==> src/verilog/rsw_defs.svh <==
`ifndef RSW_DEFS_SVH
`define RSW_DEFS_SVH
// ----------------------------------------
// Register offsets
// ----------------------------------------
`define RSW_OFF_CAUSE   12'h000
`define RSW_OFF_DOG     12'h004
`define RSW_OFF_RESTART 12'h008
`define RSW_OFF_REFCTL  12'h00C
// ----------------------------------------
// Field positions, reset values and change-enable window length
// ----------------------------------------
`define RSW_B_DOGF      3
`define RSW_B_UVF       2
`define RSW_B_PINF      1
`define RSW_B_PWRF      0
`define RSW_B_CE        4
`define RSW_B_EN        3
`define RSW_B_BGSEL     0
`define RSW_B_REFON     1
`define RSW_CAUSE_RST   4'h1
`define RSW_CE_WIN      3'h4
// ----------------------------------------
// Timing
// ----------------------------------------
`define RSW_CLK_HZ      10000000
`define RSW_CLK_NS      (1000000000 / `RSW_CLK_HZ)
`define RSW_EXT_MIN_NS  1500
`define RSW_UV_MIN_NS   2000
`define RSW_WDOSC_HZ    1000000
`define RSW_EXT_CYC     (`RSW_EXT_MIN_NS / `RSW_CLK_NS)
`define RSW_UV_CYC      ((`RSW_UV_MIN_NS + `RSW_CLK_NS - 1) / `RSW_CLK_NS)
`define RSW_WD_DIV      (`RSW_CLK_HZ / `RSW_WDOSC_HZ)
`endif

==> src/verilog/rsw_pkg.sv <==
package rsw_pkg;
    typedef enum logic [1:0] {
        RSW_RUN   = 2'b00,
        RSW_HOLD  = 2'b01,
        RSW_DELAY = 2'b10
    } rsw_rst_st_t;

    typedef enum logic [1:0] {
        RSW_LVL0 = 2'b00,
        RSW_LVL1 = 2'b01,
        RSW_LVL2 = 2'b10
    } rsw_lvl_t;

    typedef struct packed {
        logic       en;
        logic [2:0] per;
    } rsw_dog_ctl_t;
endpackage : rsw_pkg

==> src/verilog/rsw_reset_source.sv <==
// The APB interface to the registers and the register offsets were decided locally.
`timescale 1ns/1ps
`include "rsw_defs.svh"
module rsw_reset_source
    import rsw_pkg::*;
#(
    parameter int unsigned STARTUP_CYC = 4096,
    parameter int unsigned DOG_BASE    = 16384
) (
    // Clock and power-up reset
    input  wire logic        SYS_CLK,
    input  wire logic        SYS_RST,
    // APB slave
    input  wire logic        PSEL,
    input  wire logic        PENABLE,
    input  wire logic        PWRITE,
    input  wire logic [11:0] PADDR,
    input  wire logic [31:0] PWDATA,
    output logic      [31:0] PRDATA,
    output logic             PREADY,
    output logic             PSLVERR,
    // Pins, detector and fuses (fuse high means programmed)
    input  wire logic        EXT_RESET_N,
    input  wire logic        UV_LOW,
    input  wire logic        UV_THRESHOLD_FUSE,
    input  wire logic        UV_ENABLE_FUSE,
    input  wire logic        COMPAT_FUSE,
    input  wire logic        DOG_ALWAYS_ON_FUSE,
    // Same-domain converter status
    input  wire logic        CONVERTER_EN,
    // Outputs
    output logic             CPU_RST,
    output logic             UV_THRESHOLD_4V0,
    output logic             REF_POWER_ON
);
    localparam logic [4:0] EXT_C = 5'(`RSW_EXT_CYC);
    localparam logic [4:0] UV_C  = 5'(`RSW_UV_CYC);
    localparam logic [3:0] DIV_C = 4'(`RSW_WD_DIV - 1);
    localparam logic [31:0] DLY_C = 32'(STARTUP_CYC - 1);

    function automatic logic [31:0] dog_limit(input logic [2:0] p);
        return 32'(DOG_BASE) << p;
    endfunction : dog_limit

    function automatic rsw_lvl_t safety(input logic cmp, input logic aon);
        if (aon) begin
            return RSW_LVL2;
        end
        return cmp ? RSW_LVL0 : RSW_LVL1;
    endfunction : safety

    // ----------------------------------------
    // Input synchronisers
    // ----------------------------------------
    logic [5:0] sync1_ff;
    logic [5:0] sync2_ff;
    always_ff @(posedge SYS_CLK or posedge SYS_RST) begin
        if (SYS_RST) begin
            sync1_ff <= 6'h20;
            sync2_ff <= 6'h20;
        end else begin
            sync1_ff <= {EXT_RESET_N, UV_LOW, UV_THRESHOLD_FUSE, UV_ENABLE_FUSE, COMPAT_FUSE, DOG_ALWAYS_ON_FUSE};
            sync2_ff <= sync1_ff;
        end
    end
    logic     pin_n;
    logic     uv_low;
    logic     uv_en;
    rsw_lvl_t lvl;
    assign pin_n  = sync2_ff[5];
    assign uv_low = sync2_ff[4];
    assign uv_en  = sync2_ff[2];
    assign lvl    = safety(sync2_ff[1], sync2_ff[0]);

    // ----------------------------------------
    // Pulse filters
    // ----------------------------------------
    // Pin path is sampled, so a stopped clock cannot see the pin
    logic [4:0] ext_cnt_ff;
    logic [4:0] uv_cnt_ff;
    logic [4:0] nxt_ext_cnt;
    logic [4:0] nxt_uv_cnt;
    logic       ext_act;
    logic       uv_act;
    always_comb begin
        nxt_ext_cnt = pin_n ? 5'h00 : (ext_cnt_ff == EXT_C ? EXT_C : ext_cnt_ff + 5'h01);
        nxt_uv_cnt  = !(uv_low && uv_en) ? 5'h00 : (uv_cnt_ff == UV_C ? UV_C : uv_cnt_ff + 5'h01);
    end
    always_ff @(posedge SYS_CLK or posedge SYS_RST) begin
        if (SYS_RST) begin
            ext_cnt_ff <= 5'h00;
            uv_cnt_ff  <= 5'h00;
        end else begin
            ext_cnt_ff <= nxt_ext_cnt;
            uv_cnt_ff  <= nxt_uv_cnt;
        end
    end
    assign ext_act = (ext_cnt_ff == EXT_C);
    assign uv_act  = (uv_cnt_ff == UV_C);

    // ----------------------------------------
    // Delay counter and reset output
    // ----------------------------------------
    rsw_rst_st_t st_ff;
    rsw_rst_st_t nxt_st;
    logic [31:0] dly_ff;
    logic [31:0] nxt_dly;
    logic        cpu_rst_ff;
    logic        dog_pulse_ff;
    logic        src;
    assign src = ext_act || uv_act || dog_pulse_ff;
    always_comb begin
        nxt_st  = st_ff;
        nxt_dly = dly_ff;
        unique case (st_ff)
            RSW_RUN: begin
                if (src) begin
                    nxt_st = RSW_HOLD;
                end
            end
            RSW_HOLD: begin
                if (!src) begin
                    nxt_st  = RSW_DELAY;
                    nxt_dly = DLY_C;
                end
            end
            RSW_DELAY: begin
                if (src) begin
                    nxt_st = RSW_HOLD;
                end else if (dly_ff == 32'h0) begin
                    nxt_st = RSW_RUN;
                end else begin
                    nxt_dly = dly_ff - 32'h1;
                end
            end
            default: begin
                nxt_st = RSW_HOLD;
            end
        endcase
    end
    always_ff @(posedge SYS_CLK or posedge SYS_RST) begin
        if (SYS_RST) begin
            st_ff      <= RSW_DELAY;
            dly_ff     <= DLY_C;
            cpu_rst_ff <= 1'b1;
        end else begin
            st_ff      <= nxt_st;
            dly_ff     <= nxt_dly;
            cpu_rst_ff <= (nxt_st != RSW_RUN);
        end
    end

    // ----------------------------------------
    // APB slave
    // ----------------------------------------
    logic        acc;
    logic        done;
    logic        wr_cause;
    logic        wr_dog;
    logic        wr_restart;
    logic        wr_ref;
    logic        hit;
    logic [31:0] rd;
    logic        pready_ff;
    logic        pslverr_ff;
    logic [31:0] prdata_ff;
    logic [3:0]  flag_ff;
    logic [2:0]  ce_cnt_ff;
    rsw_dog_ctl_t dog_ff;
    logic        dog_on;
    logic        bgsel_ff;
    logic        ref_ff;
    assign acc        = PSEL && PENABLE && !pready_ff;
    assign done       = PSEL && PENABLE && pready_ff && PWRITE;
    assign wr_cause   = done && (PADDR == `RSW_OFF_CAUSE);
    assign wr_dog     = done && (PADDR == `RSW_OFF_DOG);
    assign wr_restart = done && (PADDR == `RSW_OFF_RESTART);
    assign wr_ref     = done && (PADDR == `RSW_OFF_REFCTL);
    always_comb begin
        hit = 1'b1;
        rd  = 32'h0;
        unique case (PADDR)
            `RSW_OFF_CAUSE: rd = {28'h0, flag_ff};
            `RSW_OFF_DOG: rd = {27'h0, ce_cnt_ff != 3'h0, dog_on, dog_ff.per};
            `RSW_OFF_RESTART: rd = 32'h0;
            `RSW_OFF_REFCTL: rd = {30'h0, ref_ff, bgsel_ff};
            default: hit = 1'b0;
        endcase
    end
    always_ff @(posedge SYS_CLK or posedge SYS_RST) begin
        if (SYS_RST) begin
            pready_ff  <= 1'b0;
            pslverr_ff <= 1'b0;
            prdata_ff  <= 32'h0;
        end else begin
            pready_ff  <= acc;
            pslverr_ff <= acc && !hit;
            prdata_ff  <= (acc && !PWRITE) ? rd : 32'h0;
        end
    end

    // ----------------------------------------
    // Cause flags
    // ----------------------------------------
    // Internal resets leave the flags alone; only power-up reloads them
    logic [3:0] nxt_flag;
    always_comb begin
        nxt_flag = flag_ff;
        if (wr_cause) begin
            nxt_flag = flag_ff & PWDATA[3:0];
        end
        if (dog_pulse_ff) begin
            nxt_flag[`RSW_B_DOGF] = 1'b1;
        end
        if (uv_act) begin
            nxt_flag[`RSW_B_UVF] = 1'b1;
        end
        if (ext_act) begin
            nxt_flag[`RSW_B_PINF] = 1'b1;
        end
    end
    always_ff @(posedge SYS_CLK or posedge SYS_RST) begin
        if (SYS_RST) begin
            flag_ff <= `RSW_CAUSE_RST;
        end else begin
            flag_ff <= nxt_flag;
        end
    end

    // ----------------------------------------
    // Watchdog control
    // ----------------------------------------
    logic         ce_act;
    logic [2:0]   nxt_ce;
    rsw_dog_ctl_t nxt_dog;
    assign ce_act = (ce_cnt_ff != 3'h0);
    assign dog_on = dog_ff.en || (lvl == RSW_LVL2);
    always_comb begin
        nxt_dog = dog_ff;
        nxt_ce  = ce_act ? ce_cnt_ff - 3'h1 : 3'h0;
        if (cpu_rst_ff) begin
            nxt_dog = '0;
            nxt_ce  = 3'h0;
        end else if (wr_dog) begin
            // Window opens only when enable is written too, so a lone change-enable cannot arm a disable
            if (PWDATA[`RSW_B_CE] && PWDATA[`RSW_B_EN]) begin
                nxt_ce = `RSW_CE_WIN;
            end
            if (PWDATA[`RSW_B_EN]) begin
                nxt_dog.en = 1'b1;
            end else if (ce_act && lvl != RSW_LVL2) begin
                nxt_dog.en = 1'b0;
            end
            if (lvl == RSW_LVL0 || ce_act) begin
                nxt_dog.per = PWDATA[2:0];
            end
        end
    end
    always_ff @(posedge SYS_CLK or posedge SYS_RST) begin
        if (SYS_RST) begin
            dog_ff    <= '0;
            ce_cnt_ff <= 3'h0;
        end else begin
            dog_ff    <= nxt_dog;
            ce_cnt_ff <= nxt_ce;
        end
    end

    // ----------------------------------------
    // Watchdog counter
    // ----------------------------------------
    // Oscillator is modelled as a divided tick, so its rate tracks SYS_CLK
    logic [3:0]  div_ff;
    logic [3:0]  nxt_div;
    logic [31:0] dcnt_ff;
    logic [31:0] nxt_dcnt;
    logic        nxt_pulse;
    logic        tick;
    assign tick = (div_ff == DIV_C);
    always_comb begin
        nxt_div   = tick ? 4'h0 : div_ff + 4'h1;
        nxt_dcnt  = dcnt_ff;
        nxt_pulse = 1'b0;
        if (cpu_rst_ff || !dog_on || wr_restart) begin
            nxt_dcnt = 32'h0;
        end else if (tick) begin
            if (dcnt_ff == dog_limit(dog_ff.per) - 32'h1) begin
                nxt_dcnt  = 32'h0;
                nxt_pulse = 1'b1;
            end else begin
                nxt_dcnt = dcnt_ff + 32'h1;
            end
        end
    end
    always_ff @(posedge SYS_CLK or posedge SYS_RST) begin
        if (SYS_RST) begin
            div_ff       <= 4'h0;
            dcnt_ff      <= 32'h0;
            dog_pulse_ff <= 1'b0;
        end else begin
            div_ff       <= nxt_div;
            dcnt_ff      <= nxt_dcnt;
            dog_pulse_ff <= nxt_pulse;
        end
    end

    // ----------------------------------------
    // Reference and threshold
    // ----------------------------------------
    logic uvth_ff;
    always_ff @(posedge SYS_CLK or posedge SYS_RST) begin
        if (SYS_RST) begin
            bgsel_ff <= 1'b0;
            ref_ff   <= 1'b0;
            uvth_ff  <= 1'b0;
        end else begin
            bgsel_ff <= wr_ref ? PWDATA[`RSW_B_BGSEL] : bgsel_ff;
            ref_ff   <= uv_en || bgsel_ff || CONVERTER_EN;
            uvth_ff  <= sync2_ff[3];
        end
    end

    assign PRDATA           = prdata_ff;
    assign PREADY           = pready_ff;
    assign PSLVERR          = pslverr_ff;
    assign CPU_RST          = cpu_rst_ff;
    assign UV_THRESHOLD_4V0 = uvth_ff;
    assign REF_POWER_ON     = ref_ff;
endmodule : rsw_reset_source

==> config.mk <==
export PLATFORM = sky130hd
export DESIGN_NAME = rsw_reset_source
export DESIGN_NICKNAME = d
export VERILOG_FILES = /design/src/verilog/rsw_pkg.sv /design/src/verilog/rsw_reset_source.sv
export VERILOG_INCLUDE_DIRS = /design/src /design/src/verilog
export SDC_FILE = /design/constraint.sdc
export NUM_CORES = 1
export LEC_CHECK = 0
export ABC_CLOCK_PERIOD_IN_PS = 4600
export BUFFER_PORTS_ARGS = -buffer_cell sky130_fd_sc_hd__buf_2
export CAP_MARGIN = 25
export CORE_UTILIZATION = 57
export CTS_CLUSTER_SIZE = 14
export DETAILED_ROUTE_END_ITERATION = 8
export PLACE_DENSITY = 0.8
export REMOVE_ABC_BUFFERS = 1
export SYNTH_ARGS = -nofsm -noshare
export SYNTH_HDL_FRONTEND = slang
export SYNTH_SLANG_ARGS = --single-unit
==> constraint.sdc <==
create_clock -name SYS_CLK -period 4.6 [get_ports SYS_CLK]
set_input_delay 0.92 -clock SYS_CLK [delete_from_list [all_inputs] [get_ports SYS_CLK]]
set_output_delay 0.92 -clock SYS_CLK [all_outputs]
set_load 0.02 [all_outputs]
[Yosys cells after proc, flatten, opt, wreduce, memory -nomap -nowiden]
Index checks and enable logic that the tools add are counted.
Word-level totals
  register bits: 142
  output and inout bits: 37
  logic and storage cells: 129
Operators by class
  $add $sub $neg: 7
  equality and inequality tests: 14
  shifts and indexed selects: 1
  muxes and demuxes: 40
  bitwise gates (word level): 1
  reduce and logical (&&, ||, !) cells: 43
Operators with widths (count)
  2-to-1 mux 32 bit: 7
  one-hot mux 32 bit (2 select lines): 1
  subtractor 32 x 1 -> 32 bit (second input constant): 2
  adder 32 x 1 -> 32 bit (second input constant): 1
  == test 32 bit: 1
  zero test 32 bit: 1
  << shifter 15 x 3 -> 32 bit (first input constant): 1
  == test 12 x 4 -> 1 bit (second input constant): 2
  2-to-1 mux 5 bit: 4
  2-to-1 mux 4 bit: 4
  nonzero test 2 bit: 8
  2-to-1 mux 3 bit: 5
  one-hot mux 5 bit (3 select lines): 1
  logical AND 1 bit: 13
  == test 12 x 3 -> 1 bit (second input constant): 1
  zero test 12 bit: 1
  2-to-1 mux 2 bit: 6
  2-to-1 mux 1 bit: 11
  adder 5 x 1 -> 5 bit (second input constant): 2
  logical OR 1 bit: 8
  inequality test 2 bit (second input constant): 4
  one-hot mux 2 bit (3 select lines): 1
  nonzero test 3 bit: 2
  == test 5 x 4 -> 1 bit (second input constant): 1
  12 further kinds: 18

[Longest topological paths before layout]
Gate-level depths: netlist (run 1).
  depth after elaboration: 8
  mapped depth: 12
  gate-level depth less buffers: 9

[Worst setup path after synthesis (run 1)]
OpenSTA, ideal clock, no wires.
  path type: register -> register
  from: register dog_ff[1] (netlist bit)
  to: register dcnt_ff[1]
  library setup time: 122 ps
  arrival: 2426 ps
  required time: 4478 ps
  path slack: 2052 ps
  stages on the path, launching flop included: 11
  clock period less this slack: 2548 ps
  cells stage by stage: dfrtp_1 > clkbuf_1 > or3_1 > ha_1 > clkbuf_1 > xnor2_1 > xnor2_1 > nor4_1 > nand4b_1 > buf_2 > a32o_1
On the way
  longest elaborated chain between the ends: 6
Ends and longest elaborated chain
  start, declared: line rsw_reset_source.sv:169  | rsw_dog_ctl_t dog_ff;
  start signal, assigned: line rsw_reset_source.sv:264  | dog_ff <= nxt_dog;
  << shifter 15 x 3 -> 32 bit: line rsw_reset_source.sv:42  | return 32'(DOG_BASE) << p;
  subtractor 32 x 1 -> 32 bit: line rsw_reset_source.sv:287  | if (dcnt_ff == dog_limit(dog_ff.per) - 32'h1) begin
  == test 32 bit: line rsw_reset_source.sv:287
  2-to-1 mux 32 bit: line rsw_reset_source.sv:287
  2-to-1 mux 32 bit: line rsw_reset_source.sv:286  | end else if (tick) begin
  2-to-1 mux 32 bit: line rsw_reset_source.sv:284  | if (cpu_rst_ff || !dog_on || wr_restart) begin
  end signal, assigned: line rsw_reset_source.sv:302  | dcnt_ff <= nxt_dcnt;
  end, declared: line rsw_reset_source.sv:275  | logic [31:0] dcnt_ff;
No other way between the ends. The select of a mux whose other input is x is not followed.
A chain may end at the register's enable or synchronous reset.

[Worst setup path in the final report (run 1)]
  from: register dog_ff[2] (netlist bit)
  to: register dcnt_ff[29]
Same word-level chain as after synthesis.

==> flow_metrics.env, run 1 <==
export IMPL_status="completed"
export IMPL_powerDensity_nw_per_um2=399
export IMPL_synth_area_sq_um=6050
export IMPL_end_kind="flip-flop"
export IMPL_rsz0062_at_grt="no"
export IMPL_die_area_sq_um=11000
export IMPL_min_period_over_period_pct=63.7
export IMPL_yosysTopAreaCellShare_pct=40.5
export IMPL_drt_initial_drc_count=367
export IMPL_rows=37
export IMPL_holdCritPathClass="flip-flop to flip-flop"
export IMPL_ir_drop_v=0.000240
export IMPL_swShare_pct=23.6
export IMPL_p_leak_nw=2.93
export IMPL_die_h_um=105
export IMPL_finalCriticalPeriod_ns=2.93
export IMPL_final_antenna_net_count=0
export IMPL_synthFlopType="dfrtp_1"
export IMPL_pin_count=93
export IMPL_synth_warnings=0
export IMPL_synth_seq_cells=115
export IMPL_p_int_mw=2.10
export IMPL_setup_viol=0
export IMPL_wire_per_inst_um=16.2
export IMPL_place_hpwl_um=8870
export IMPL_power_mw=2.75
export IMPL_post_route_util_pct=66.7
export IMPL_htree_levels=4
export IMPL_portBuffers=38
export IMPL_timing_hold_ws_ns=0.349
export IMPL_maxSlewHeadroom_pct=43.7
export IMPL_grt_overflow=0
export IMPL_antenna_cells=0
export IMPL_drive_above_1_share_pct=15.6
export IMPL_rr_startpoint="dog_ff[2]"
export IMPL_timing_rr_end="dcnt_ff[29]"
export IMPL_drv_cap=0
export IMPL_worstPathRequired_ns=4.99
export IMPL_clkTransAtPathRegs_ns=0.06
export IMPL_coreArea_sq_um=10300
export IMPL_clock_latency_ns=0.53
export IMPL_routabilityCongestion=0.831
export IMPL_grt_use_total_pct=26.4
export IMPL_fp_dieW_um=105
export IMPL_grt_max_degree=61
export IMPL_path_max_fanout=16
export IMPL_startpoint_type="flip-flop"
export IMPL_clkSinkCount=115
export IMPL_power_share_sequential_pct=41.0
export IMPL_synth_area_top_cells="dfrtp_1 41%, dfstp_2 7.4%, nand2_1 5.2%"
export IMPL_r2r_slack_ns=1.67
export IMPL_grt_pass1_vias=4752
export IMPL_cts_setup_buffers=0
export IMPL_yosysTopAreaCell="dfrtp_1"
export IMPL_synthCells=642
export IMPL_skew_ns=0.0112
export IMPL_area_growth_pct=13.8
export IMPL_crit_path_end="dcnt_ff[29]"
export IMPL_syn_area_per_cell_sq_um=9.42
export IMPL_reg2regPathDepth=9
export IMPL_route_detailed_drc=0
export IMPL_synthTopCellsByCount="98 x dfrtp_1, 84 x nand2_1, 44 x nor2_1"
export IMPL_clockBufferDepth=2
export IMPL_synth_seq_area_share_pct=47.9
export IMPL_routed_via_count=4961
export IMPL_p_switching_mw=0.648
export IMPL_synth_edf_count=0
export IMPL_p_comb_share_pct=8.3
export IMPL_synth_most_common_cell="dfrtp_1"
export IMPL_cts_tree="done"
export IMPL_firstDrtPassIters=6
export IMPL_worst_pin_slew_ns=0.843
export IMPL_crit_type="flip-flop to flip-flop"
export IMPL_hold_viol_final=0
export IMPL_timing_fmax_ghz=0.341
export IMPL_drv_slew=0
export IMPL_antenna_found_initial=0
export IMPL_cts_root_buf="clkbuf_8"
export IMPL_grt_pass1_wl_um=22900
export IMPL_routed_wl_um=13400
export IMPL_hold_buffers=0
export IMPL_fin_nets=746
export IMPL_cts_repair_resized=0
export IMPL_critPathArrivalTime_ns=3.32
export IMPL_start_util_pct=58.6
export IMPL_startpoint="dog_ff[2]"
export IMPL_setup_tns_ns=0
export IMPL_numCtsBuffers=17
export IMPL_vias_per_cell=5.98
export IMPL_synth_cell_types=64
export IMPL_pwr_share_clk_pct=50.6
export IMPL_async_flop_share_pct=100
==> sequential cells by signal (all words and copies together) (netlist names), 2 cells and up <==
register,count
PRDATA,5
ce_cnt_ff,3
dcnt_ff,32
div_ff,4
dly_ff,32
dog_ff,4
ext_cnt_ff,5
flag_ff,4
st_ff,2
sync1_ff,6
sync2_ff,6
uv_cnt_ff,5
==> cell type report <==
type	instances	area [sq um]
Fill cell	784	3440
Sequential cell	115	2900
Multi-Input combinational cell	482	2870
Clock buffer	23	477
Timing Repair Buffer	44	235
Tap cell	136	170
Clock inverter	9	150
Inverter	21	81.3
==> metrics by stage <==
stage	setup WS (ns)	instances	area, sq um
3_3_place_gp	1.67	798	6260
5_1_grt	1.45	830	6890
3_5_place_dp	1.58	798	6260
2_1_floorplan	0.664	618	5850
6_report	1.67	830	6890
4_1_cts	1.71	830	6890
==> logic make-up (layout without fill, tap and decap cells) <==
group / after synthesis / in the layout / synth area share (%)
xor gates and xnor gates: 34 / 34 / 4.92
other: 1 / 27 / 0.0620
AOI/OAI and AO/OA: 97 / 97 / 10.5
adders and majority gates: 9 / 9 / 1.86
buffers and inverters: 71 / 97 / 6.25
muxes: 11 / 11 / 1.86
and+or+nand+nor: 304 / 304 / 26.6
DFF: 115 / 115 / 47.9
==> power groups by stage <==
stage / clock network, mW / logic, mW / registers, mW
after detailed placement: 0 / 0.229 / 1.14
final: 1.39 / 0.230 / 1.13
after global placement: 0 / 0.218 / 1.14
after global routing: 1.45 / 0.262 / 1.14
after floorplan: 0 / 0.169 / 1.13
after CTS: 1.40 / 0.230 / 1.13
==> cells in the final DEF (no fill, tap or decap), types with 18 or more instances in the layout <==
| cell | netlist | layout |
|---|---|---|
| nand3_1 | 35 | 35 |
| dfrtp_1 | 98 | 98 |
| buf_2 | 5 | 38 |
| xnor2_1 | 19 | 19 |
| o21ai_0 | 25 | 25 |
| nor3_1 | 22 | 22 |
| nand2_1 | 84 | 84 |
| conb_1 | 1 | 27 |
| a21oi_1 | 19 | 18 |
| nand4_1 | 22 | 22 |
| nor2_1 | 44 | 44 |
| inv_1 | 20 | 19 |
==> worst min-delay path by stage <==
stage / depth (start not counted) / startpoint / end / slack, ns
2_1_floorplan: 0 / sync2_ff[3] / UV_THRESHOLD_4V0 / 0.33
3_3_place_gp: 0 / sync1_ff[4] / sync2_ff[4] / 0.33
3_5_place_dp: 0 / sync1_ff[0] / sync2_ff[0] / 0.34
4_1_cts: 0 / sync1_ff[0] / sync2_ff[0] / 0.35
5_1_grt: 0 / sync1_ff[4] / sync2_ff[4] / 0.36
6_report: 0 / sync2_ff[3] / UV_THRESHOLD_4V0 / 0.35
==> per-layer routing <==
| metal | share of wire (%) | wire length, um | GRT usage (%) |
|---|---|---|---|
| met3 | 5.3 | 712 | 7.67 |
| met2 | 51 | 6850 | 43.4 |
| met1 | 42 | 5600 | 32.6 |
| met5 | 0 | 0 | 0 |
| met4 | 1.9 | 252 | 10.9 |
==> critical path, stage by stage, from the launching register on <==
cell	delay (ns)
dfrtp_1	0.55
or3_1	0.38
ha_1	0.33
xnor2_1	0.18
xnor2_1	0.15
nor4_1	0.32
nand4b_1	0.18
nand2_1	0.27
buf_4	0.27
o311ai_0	0.15
Note: power is estimated with default switching activity, not from simulation.
==> inputs of run 2 (changes only) <==
Settings changed: ABC_AREA set to 1, ABC_CLOCK_PERIOD_IN_PS 4600 to 2450, CORE_UTILIZATION 57 to 53, PLACE_DENSITY 0.8 to 0.77.
Clock period 4.6 ns to 2.45 ns, I/O delays scaled along.
==> run 2 against run 1 <==
  * Wire length grew 8.7%
  * Non-clock buffer count grew 7
  * Cell count grew 37%
  * Critical path type unchanged
  * Register-to-register slack lost 1.4 ns
  * Synthesized cell count grew 40%
  * Count of clock-buffer cells in the layout shrank 4
  * Largest cell class is now multi-input gates
  * Setup slack lost 1.4 ns
  * Highest routed layer unchanged
  * Worst hold slack lost 0.22 ns
==> flow_metrics.env, run 2 <==
export IMPL_status="completed"
export IMPL_regArea_sq_um=2900
export IMPL_clkSinkCount=115
export IMPL_die_h_um=114
export IMPL_drive_above_1_share_pct=14.2
export IMPL_vias_per_cell=5.13
export IMPL_rows=40
export IMPL_rsz0062_at_grt="no"
export IMPL_clock_latency_ns=0.42
export IMPL_routed_via_count=5808
export IMPL_dp_cells=1101
export IMPL_grt_busiest_layer="met2"
export IMPL_synth_area_top_cells="dfrtp_1 37%, nand2_1 13%, nor2_1 7.2%"
export IMPL_critPathArrivalTime_ns=2.46
export IMPL_worstPathRequired_ns=2.75
export IMPL_met2_usage_pct=41.8
export IMPL_pwr_share_clk_pct=47.5
export IMPL_r2r_slack_ns=0.29
export IMPL_cts_setup_buffers=0
export IMPL_drv_slew=0
export IMPL_p_int_mw=3.61
export IMPL_timing_fmax_ghz=0.462
export IMPL_path_max_fanout=21
export IMPL_firstDrtPassIters=5
export IMPL_p_leak_nw=3.70
export IMPL_wire_per_inst_um=12.9
export IMPL_synth_seq_area_share_pct=43.3
export IMPL_syn_area_per_cell_sq_um=7.45
export IMPL_async_flop_share_pct=100
export IMPL_routabilityCongestion=0.864
export IMPL_routed_wl_um=14600
export IMPL_clockBufferDepth=2
export IMPL_die_area_sq_um=13100
export IMPL_power_share_sequential_pct=39.6
export IMPL_final_antenna_net_count=0
export IMPL_grt_use_total_pct=24.4
export IMPL_swShare_pct=27.4
export IMPL_start_util_pct=55.0
export IMPL_clkTransAtPathRegs_ns=0.06
export IMPL_grt_max_degree=46
export IMPL_p_switching_mw=1.36
export IMPL_finalCriticalPeriod_ns=2.16
export IMPL_min_period_over_period_pct=88.3
export IMPL_route_detailed_drc=0
export IMPL_antenna_found_initial=0
export IMPL_place_hpwl_um=10300
export IMPL_holdCritPathClass="input port to asynchronous set/reset pin"
export IMPL_powerDensity_nw_per_um2=655
export IMPL_slowest_delay_ns=0.48
export IMPL_p_comb_share_pct=12.9
export IMPL_synthCells=898
export IMPL_timing_hold_ws_ns=0.128
export IMPL_synth_most_common_cell="nand2_1"
export IMPL_skew_ns=0.0134
export IMPL_setup_viol=0
export IMPL_crit_type="flip-flop to flip-flop"
export IMPL_grt_pass1_wl_um=25000
export IMPL_hold_viol_final=0
export IMPL_ir_drop_v=0.000485
export IMPL_multi_input_area_sq_um=3230
export IMPL_cts_tree="done"
export IMPL_cpMaxStageDelayCell="dfrtp_1"
export IMPL_crit_chain="nor2_4 -> nand2_1 -> ha_2 -> inv_1 -> nand4_1 -> nand3_1 -> nand2_1 -> nor2_1 -> nand3_2 -> nand2_2 -> buf_12 -> o21ai_1"
export IMPL_worst_pin_slew_ns=0.547
export IMPL_synth_cell_types=43
export IMPL_fin_nets=1017
export IMPL_rr_startpoint="dog_ff[2]"
export IMPL_grt_pass1_vias=5550
export IMPL_synth_edf_count=0
export IMPL_numCtsBuffers=17
export IMPL_synthFlopType="dfrtp_1"
export IMPL_end_kind="flip-flop"
export IMPL_grt_use_met1_pct=30.2
export IMPL_fp_dieW_um=114
export IMPL_coreArea_sq_um=12200
export IMPL_cp_top_family="simple AND/OR/NAND/NOR gates"
export IMPL_synth_warnings=0
export IMPL_drt_initial_drc_count=343
export IMPL_antenna_cells=0
export IMPL_maxSlewHeadroom_pct=63.6
export IMPL_synth_seq_cells=115
export IMPL_reg2regPathDepth=12
export IMPL_htree_levels=4
export IMPL_crit_buf_inv=2
export IMPL_crit_top_cell="nand2_1"
export IMPL_yosysTopAreaCell="dfrtp_1"
export IMPL_cts_root_buf="clkbuf_16"
export IMPL_fill_cells=1068
export IMPL_area_growth_pct=13.7
export IMPL_pin_count=93
export IMPL_layout_commonest_cell="nand2_1"
export IMPL_drv_cap=0
export IMPL_startpoint_type="flip-flop"
export IMPL_yosysTopAreaCellShare_pct=36.7
export IMPL_synthTopCellsByCount="235 x nand2_1, 129 x nor2_1, 98 x dfrtp_1"
export IMPL_gr_usage_met3_pct=5.66
export IMPL_synth_area_sq_um=6690
export IMPL_portBuffers=38
export IMPL_largestRegisters="dcnt_ff x32, dly_ff x32"
export IMPL_stdcell_count=1133
export IMPL_grt_overflow=0
export IMPL_final_cell_mix="235 x nand2_1, 129 x nor2_1, 98 x dfrtp_1, 80 x inv_1, 60 x o21ai_1"
export IMPL_timing_rr_end="dcnt_ff[12]"
## run 2: changes by cell type after synthesis, moves of 17 or more
cell	before	now
nor2_1	44	129
o21ai_1	5	60
nand3_1	35	52
inv_1	20	81
nand2_1	84	235
o21ai_0	25	3
## run 2: layout make-up
class                   instances  share of cell area, %
multi-input cells             668                   42.5
flip-flops and latches        115                   38.1
clock buffers                  19                   5.83
inverters                      99                   4.92
repair buffers                 51                   4.11
well taps                     168                   2.76
clock inverters                13                   1.70
## run 2: kinds of logic (layout without fill, tap and decap cells)
family | count (synthesis) | count (layout) | synth area share [%]
fa+ha+maj | 9 | 9 | 1.68
flops | 115 | 115 | 43.3
buf+inv | 141 | 182 | 9.80
other cells | 1 | 27 | 0.0561
compound gates | 93 | 93 | 7.56
simple gates | 496 | 496 | 31.9
xor+xnor | 42 | 42 | 5.50
mux | 1 | 1 | 0.150
## run 2: layer usage
metal	up-vias	wire [um]
met5	-	0
li1	2943	-
met2	155	7010
met4	0	344
met3	32	752
met1	2678	6470
## run 2: repair_timing
| item | CTS | global route |
|---|---|---|
| gates resized for setup | 0 | 1 |
| hold buffers | 0 | 0 |
| hold endpoints to repair | 0 | 0 |
| setup endpoints to repair | 0 | 15 |
## run 2: per-stage QoR
| stage | total power, mW | worst slack [ns] | area, sq um | setup TNS (ns) | utilization (%) |
|---|---|---|---|---|---|
| after floorplan | 2.49 | -1.06 | 6500 | -117.06 | - |
| after global placement | 2.62 | 0.318 | 7030 | 0 | 57.8 |
| after detailed placement | 2.64 | 0.251 | 7030 | 0 | 57.8 |
| after CTS | 5.01 | 0.214 | 7600 | 0 | 62.5 |
| after global routing | 5.20 | 0.0807 | 7600 | 0 | 62.5 |
| final | 4.98 | 0.287 | 7600 | 0 | 62.5 |
## run 2: power groups by stage
| stage | clock, mW | combinational, mW | sequential, mW |
|---|---|---|---|
| final | 2.37 | 0.640 | 1.97 |
| after global routing | 2.50 | 0.721 | 1.98 |
| after CTS | 2.40 | 0.642 | 1.97 |
| after detailed placement | 0 | 0.633 | 2.00 |
| after global placement | 0 | 0.618 | 2.00 |
| after floorplan | 0 | 0.486 | 2.00 |
## run 2: how the worst max path moves through the flow
stage | startpoint | end | slack, ns | cells past startpoint
after floorplan | SYS_RST | PRDATA[0] | -1.06 | 1
after global placement | dog_ff[2] | dcnt_ff[20] | 0.32 | 12
after detailed placement | dog_ff[2] | dcnt_ff[12] | 0.25 | 12
after CTS | dog_ff[2] | dcnt_ff[7] | 0.21 | 12
after global routing | dog_ff[2] | dcnt_ff[12] | 0.08 | 12
final | dog_ff[2] | dcnt_ff[12] | 0.29 | 12
==> inputs of run 3 (changes only) <==
--- a/config.mk
+++ b/config.mk
@@ -12,2 +12,3 @@
 export CAP_MARGIN = 25
+export CORE_MARGIN = 4
 export CORE_UTILIZATION = 53
@@ -15,2 +16,3 @@
 export DETAILED_ROUTE_END_ITERATION = 8
+export MAX_ROUTING_LAYER = met4
 export PLACE_DENSITY = 0.77
--- a/constraint.sdc
+++ b/constraint.sdc
@@ -3,2 +3,2 @@
 set_output_delay 0.49 -clock SYS_CLK [all_outputs]
-set_load 0.02 [all_outputs]
+set_load 0.1 [all_outputs]
==> run 3 against run 2 <==
  * Sequential share of layout area is essentially flat
  * Critical path depth stayed put
  * Global-route usage down 2.4 points
  * Register-to-register slack lost 0.08 ns
  * Highest routed layer unchanged
==> flow_metrics.env, run 3 (synthesis gave the netlist of run 2 again) <==
export IMPL_p_comb_share_pct=15.5
export IMPL_portBuffers=38
export IMPL_clock_latency_ns=0.42
export IMPL_topRoutingLayerUsed="met4"
export IMPL_fill_cells=1067
export IMPL_holdCritPathClass="input port to asynchronous set/reset pin"
export IMPL_cts_repair_resized=0
export IMPL_finalCriticalPeriod_ns=2.25
export IMPL_crit_type="flip-flop to flip-flop"
export IMPL_drv_cap=0
export IMPL_clockBufferDepth=2
export IMPL_vias_per_cell=5.03
export IMPL_setup_tns_ns=0
export IMPL_largestRegisters="dcnt_ff x32, dly_ff x32"
export IMPL_wire_per_inst_um=12.9
export IMPL_fp_dieW_um=120
export IMPL_fin_nets=1015
export IMPL_startpoint_type="flip-flop"
export IMPL_slowest_delay_ns=0.47
export IMPL_ir_drop_v=0.000422
export IMPL_cpMaxStageDelayCell="dfrtp_1"
export IMPL_routed_via_count=5693
export IMPL_p_switching_mw=1.52
export IMPL_post_route_util_pct=62.4
export IMPL_clkSinkCount=115
export IMPL_grt_overflow=0
export IMPL_route_detailed_drc=0
export IMPL_critPathArrivalTime_ns=2.54
export IMPL_rsz0062_at_grt="no"
export IMPL_pin_count=93
export IMPL_skew_ns=0.00807
export IMPL_area_growth_pct=13.5
export IMPL_start_util_pct=55.0
export IMPL_dp_slack_ns=0.262
export IMPL_grt_max_degree=44
export IMPL_numCtsBuffers=17
export IMPL_drv_slew=0
export IMPL_drive_above_1_share_pct=13.9
export IMPL_swShare_pct=29.7
export IMPL_drt_initial_drc_count=408
export IMPL_stdcell_count=1131
export IMPL_rows=40
export IMPL_die_area_sq_um=14500
export IMPL_crit_chain="nor2_4 -> nand2_1 -> ha_1 -> nand3_1 -> nand3_1 -> nand2_1 -> nand2_1 -> nor2_1 -> nand3_2 -> nand2_2 -> buf_12 -> o21ai_1"
export IMPL_coreArea_sq_um=12200
export IMPL_p_leak_nw=3.69
export IMPL_htree_levels=4
export IMPL_min_period_over_period_pct=91.7
export IMPL_firstDrtPassIters=5
export IMPL_clkTransAtPathRegs_ns=0.06
export IMPL_wl_met1_um=6450
export IMPL_dp_cells=1099
export IMPL_grt_pass1_vias=5376
export IMPL_grt_use_total_pct=22.0
export IMPL_hold_viol_final=0
export IMPL_hold_buffers=0
export IMPL_fin_ws_ns=0.204
export IMPL_crit_top_cell="nand2_1"
export IMPL_worstPathRequired_ns=2.75
export IMPL_pwr_share_clk_pct=46.2
export IMPL_cts_setup_buffers=0
export IMPL_place_hpwl_um=10300
export IMPL_grt_pass1_wl_um=25100
export IMPL_end_kind="flip-flop"
export IMPL_status="completed"
export IMPL_cts_tree="done"
export IMPL_routed_wl_um=14500
export IMPL_layout_commonest_cell="nand2_1"
export IMPL_routabilityCongestion=0.984
export IMPL_path_max_fanout=21
export IMPL_antenna_found_initial=0
export IMPL_dr_wl_met2_um=7130
export IMPL_power_share_sequential_pct=38.4
export IMPL_setup_viol=0
export IMPL_die_h_um=120
export IMPL_timing_fmax_ghz=0.445
export IMPL_powerDensity_nw_per_um2=677
export IMPL_antenna_cells=0
export IMPL_cts_root_buf="clkbuf_16"
export IMPL_p_int_mw=3.61
export IMPL_final_cell_mix="235 x nand2_1, 129 x nor2_1, 98 x dfrtp_1, 80 x inv_1, 60 x o21ai_1"
export IMPL_route_met3_wl_um=713
export IMPL_final_antenna_net_count=0
run 3: per-layer routing:
| layer | GRT usage [%] | vias to the layer above |
|---|---|---|
| met2 | 35.6 | 143 |
| met3 | 4.82 | 24 |
| met5 | - | - |
| li1 | - | 2941 |
| met1 | 27.7 | 2585 |
| met4 | 7.22 | 0 |
run 3: power groups by stage:
stage	clock network, mW	logic [mW]	registers [mW]
2_1_floorplan	0	0.629	2.02
3_3_place_gp	0	0.783	2.00
3_5_place_dp	0	0.794	2.00
4_1_cts	2.40	0.797	1.97
5_1_grt	2.50	0.878	1.98
6_report	2.37	0.794	1.97
run 3: worst max-delay path: cells and delay by family (launching register included):
kind            cells  cell delay [ns]
compound gates      1             0.07
simple gates        9             1.09
flops               1             0.47
buf+inv             1             0.16
fa+ha+maj           1             0.32
run 3: final timing paths:
kind | start | endpoint | slack (ns) | depth (start not counted)
worst min register to register | sync1_ff[3] | sync2_ff[3] | 0.35 | 0
worst min-delay path | SYS_RST | sync1_ff[1] | 0.1 | 2
worst max register to register | dog_ff[2] | dcnt_ff[20] | 0.20 | 12
min in group SYS_CLK | EXT_RESET_N | sync1_ff[5] | 0.17 | 1
worst max-delay path | dog_ff[2] | dcnt_ff[20] | 0.20 | 12
max in group asynchronous | SYS_RST | dly_ff[11] | 1.72 | 3
run 3: final cells by class:
| type | instances | area (sq um) | area share (%) |
|---|---|---|---|
| tap | 168 | 210 | 2.77 |
| timing repair buffer | 49 | 310 | 4.09 |
| inverter | 99 | 374 | 4.93 |
| multi-input combinational | 668 | 3230 | 42.6 |
| sequential | 115 | 2900 | 38.2 |
| clock inverter | 13 | 125 | 1.65 |
| clock buffer | 19 | 443 | 5.83 |
run 3: through the flow:
stage / power (mW) / area (sq um) / hold slack (ns)
CTS: 5.17 / 7590 / 0.106
detailed placement: 2.80 / 7030 / 0.339
finish: 5.14 / 7590 / 0.0995
floorplan: 2.65 / 6500 / 0.331
global route: 5.35 / 7590 / 0.108
global placement: 2.78 / 7030 / 0.333
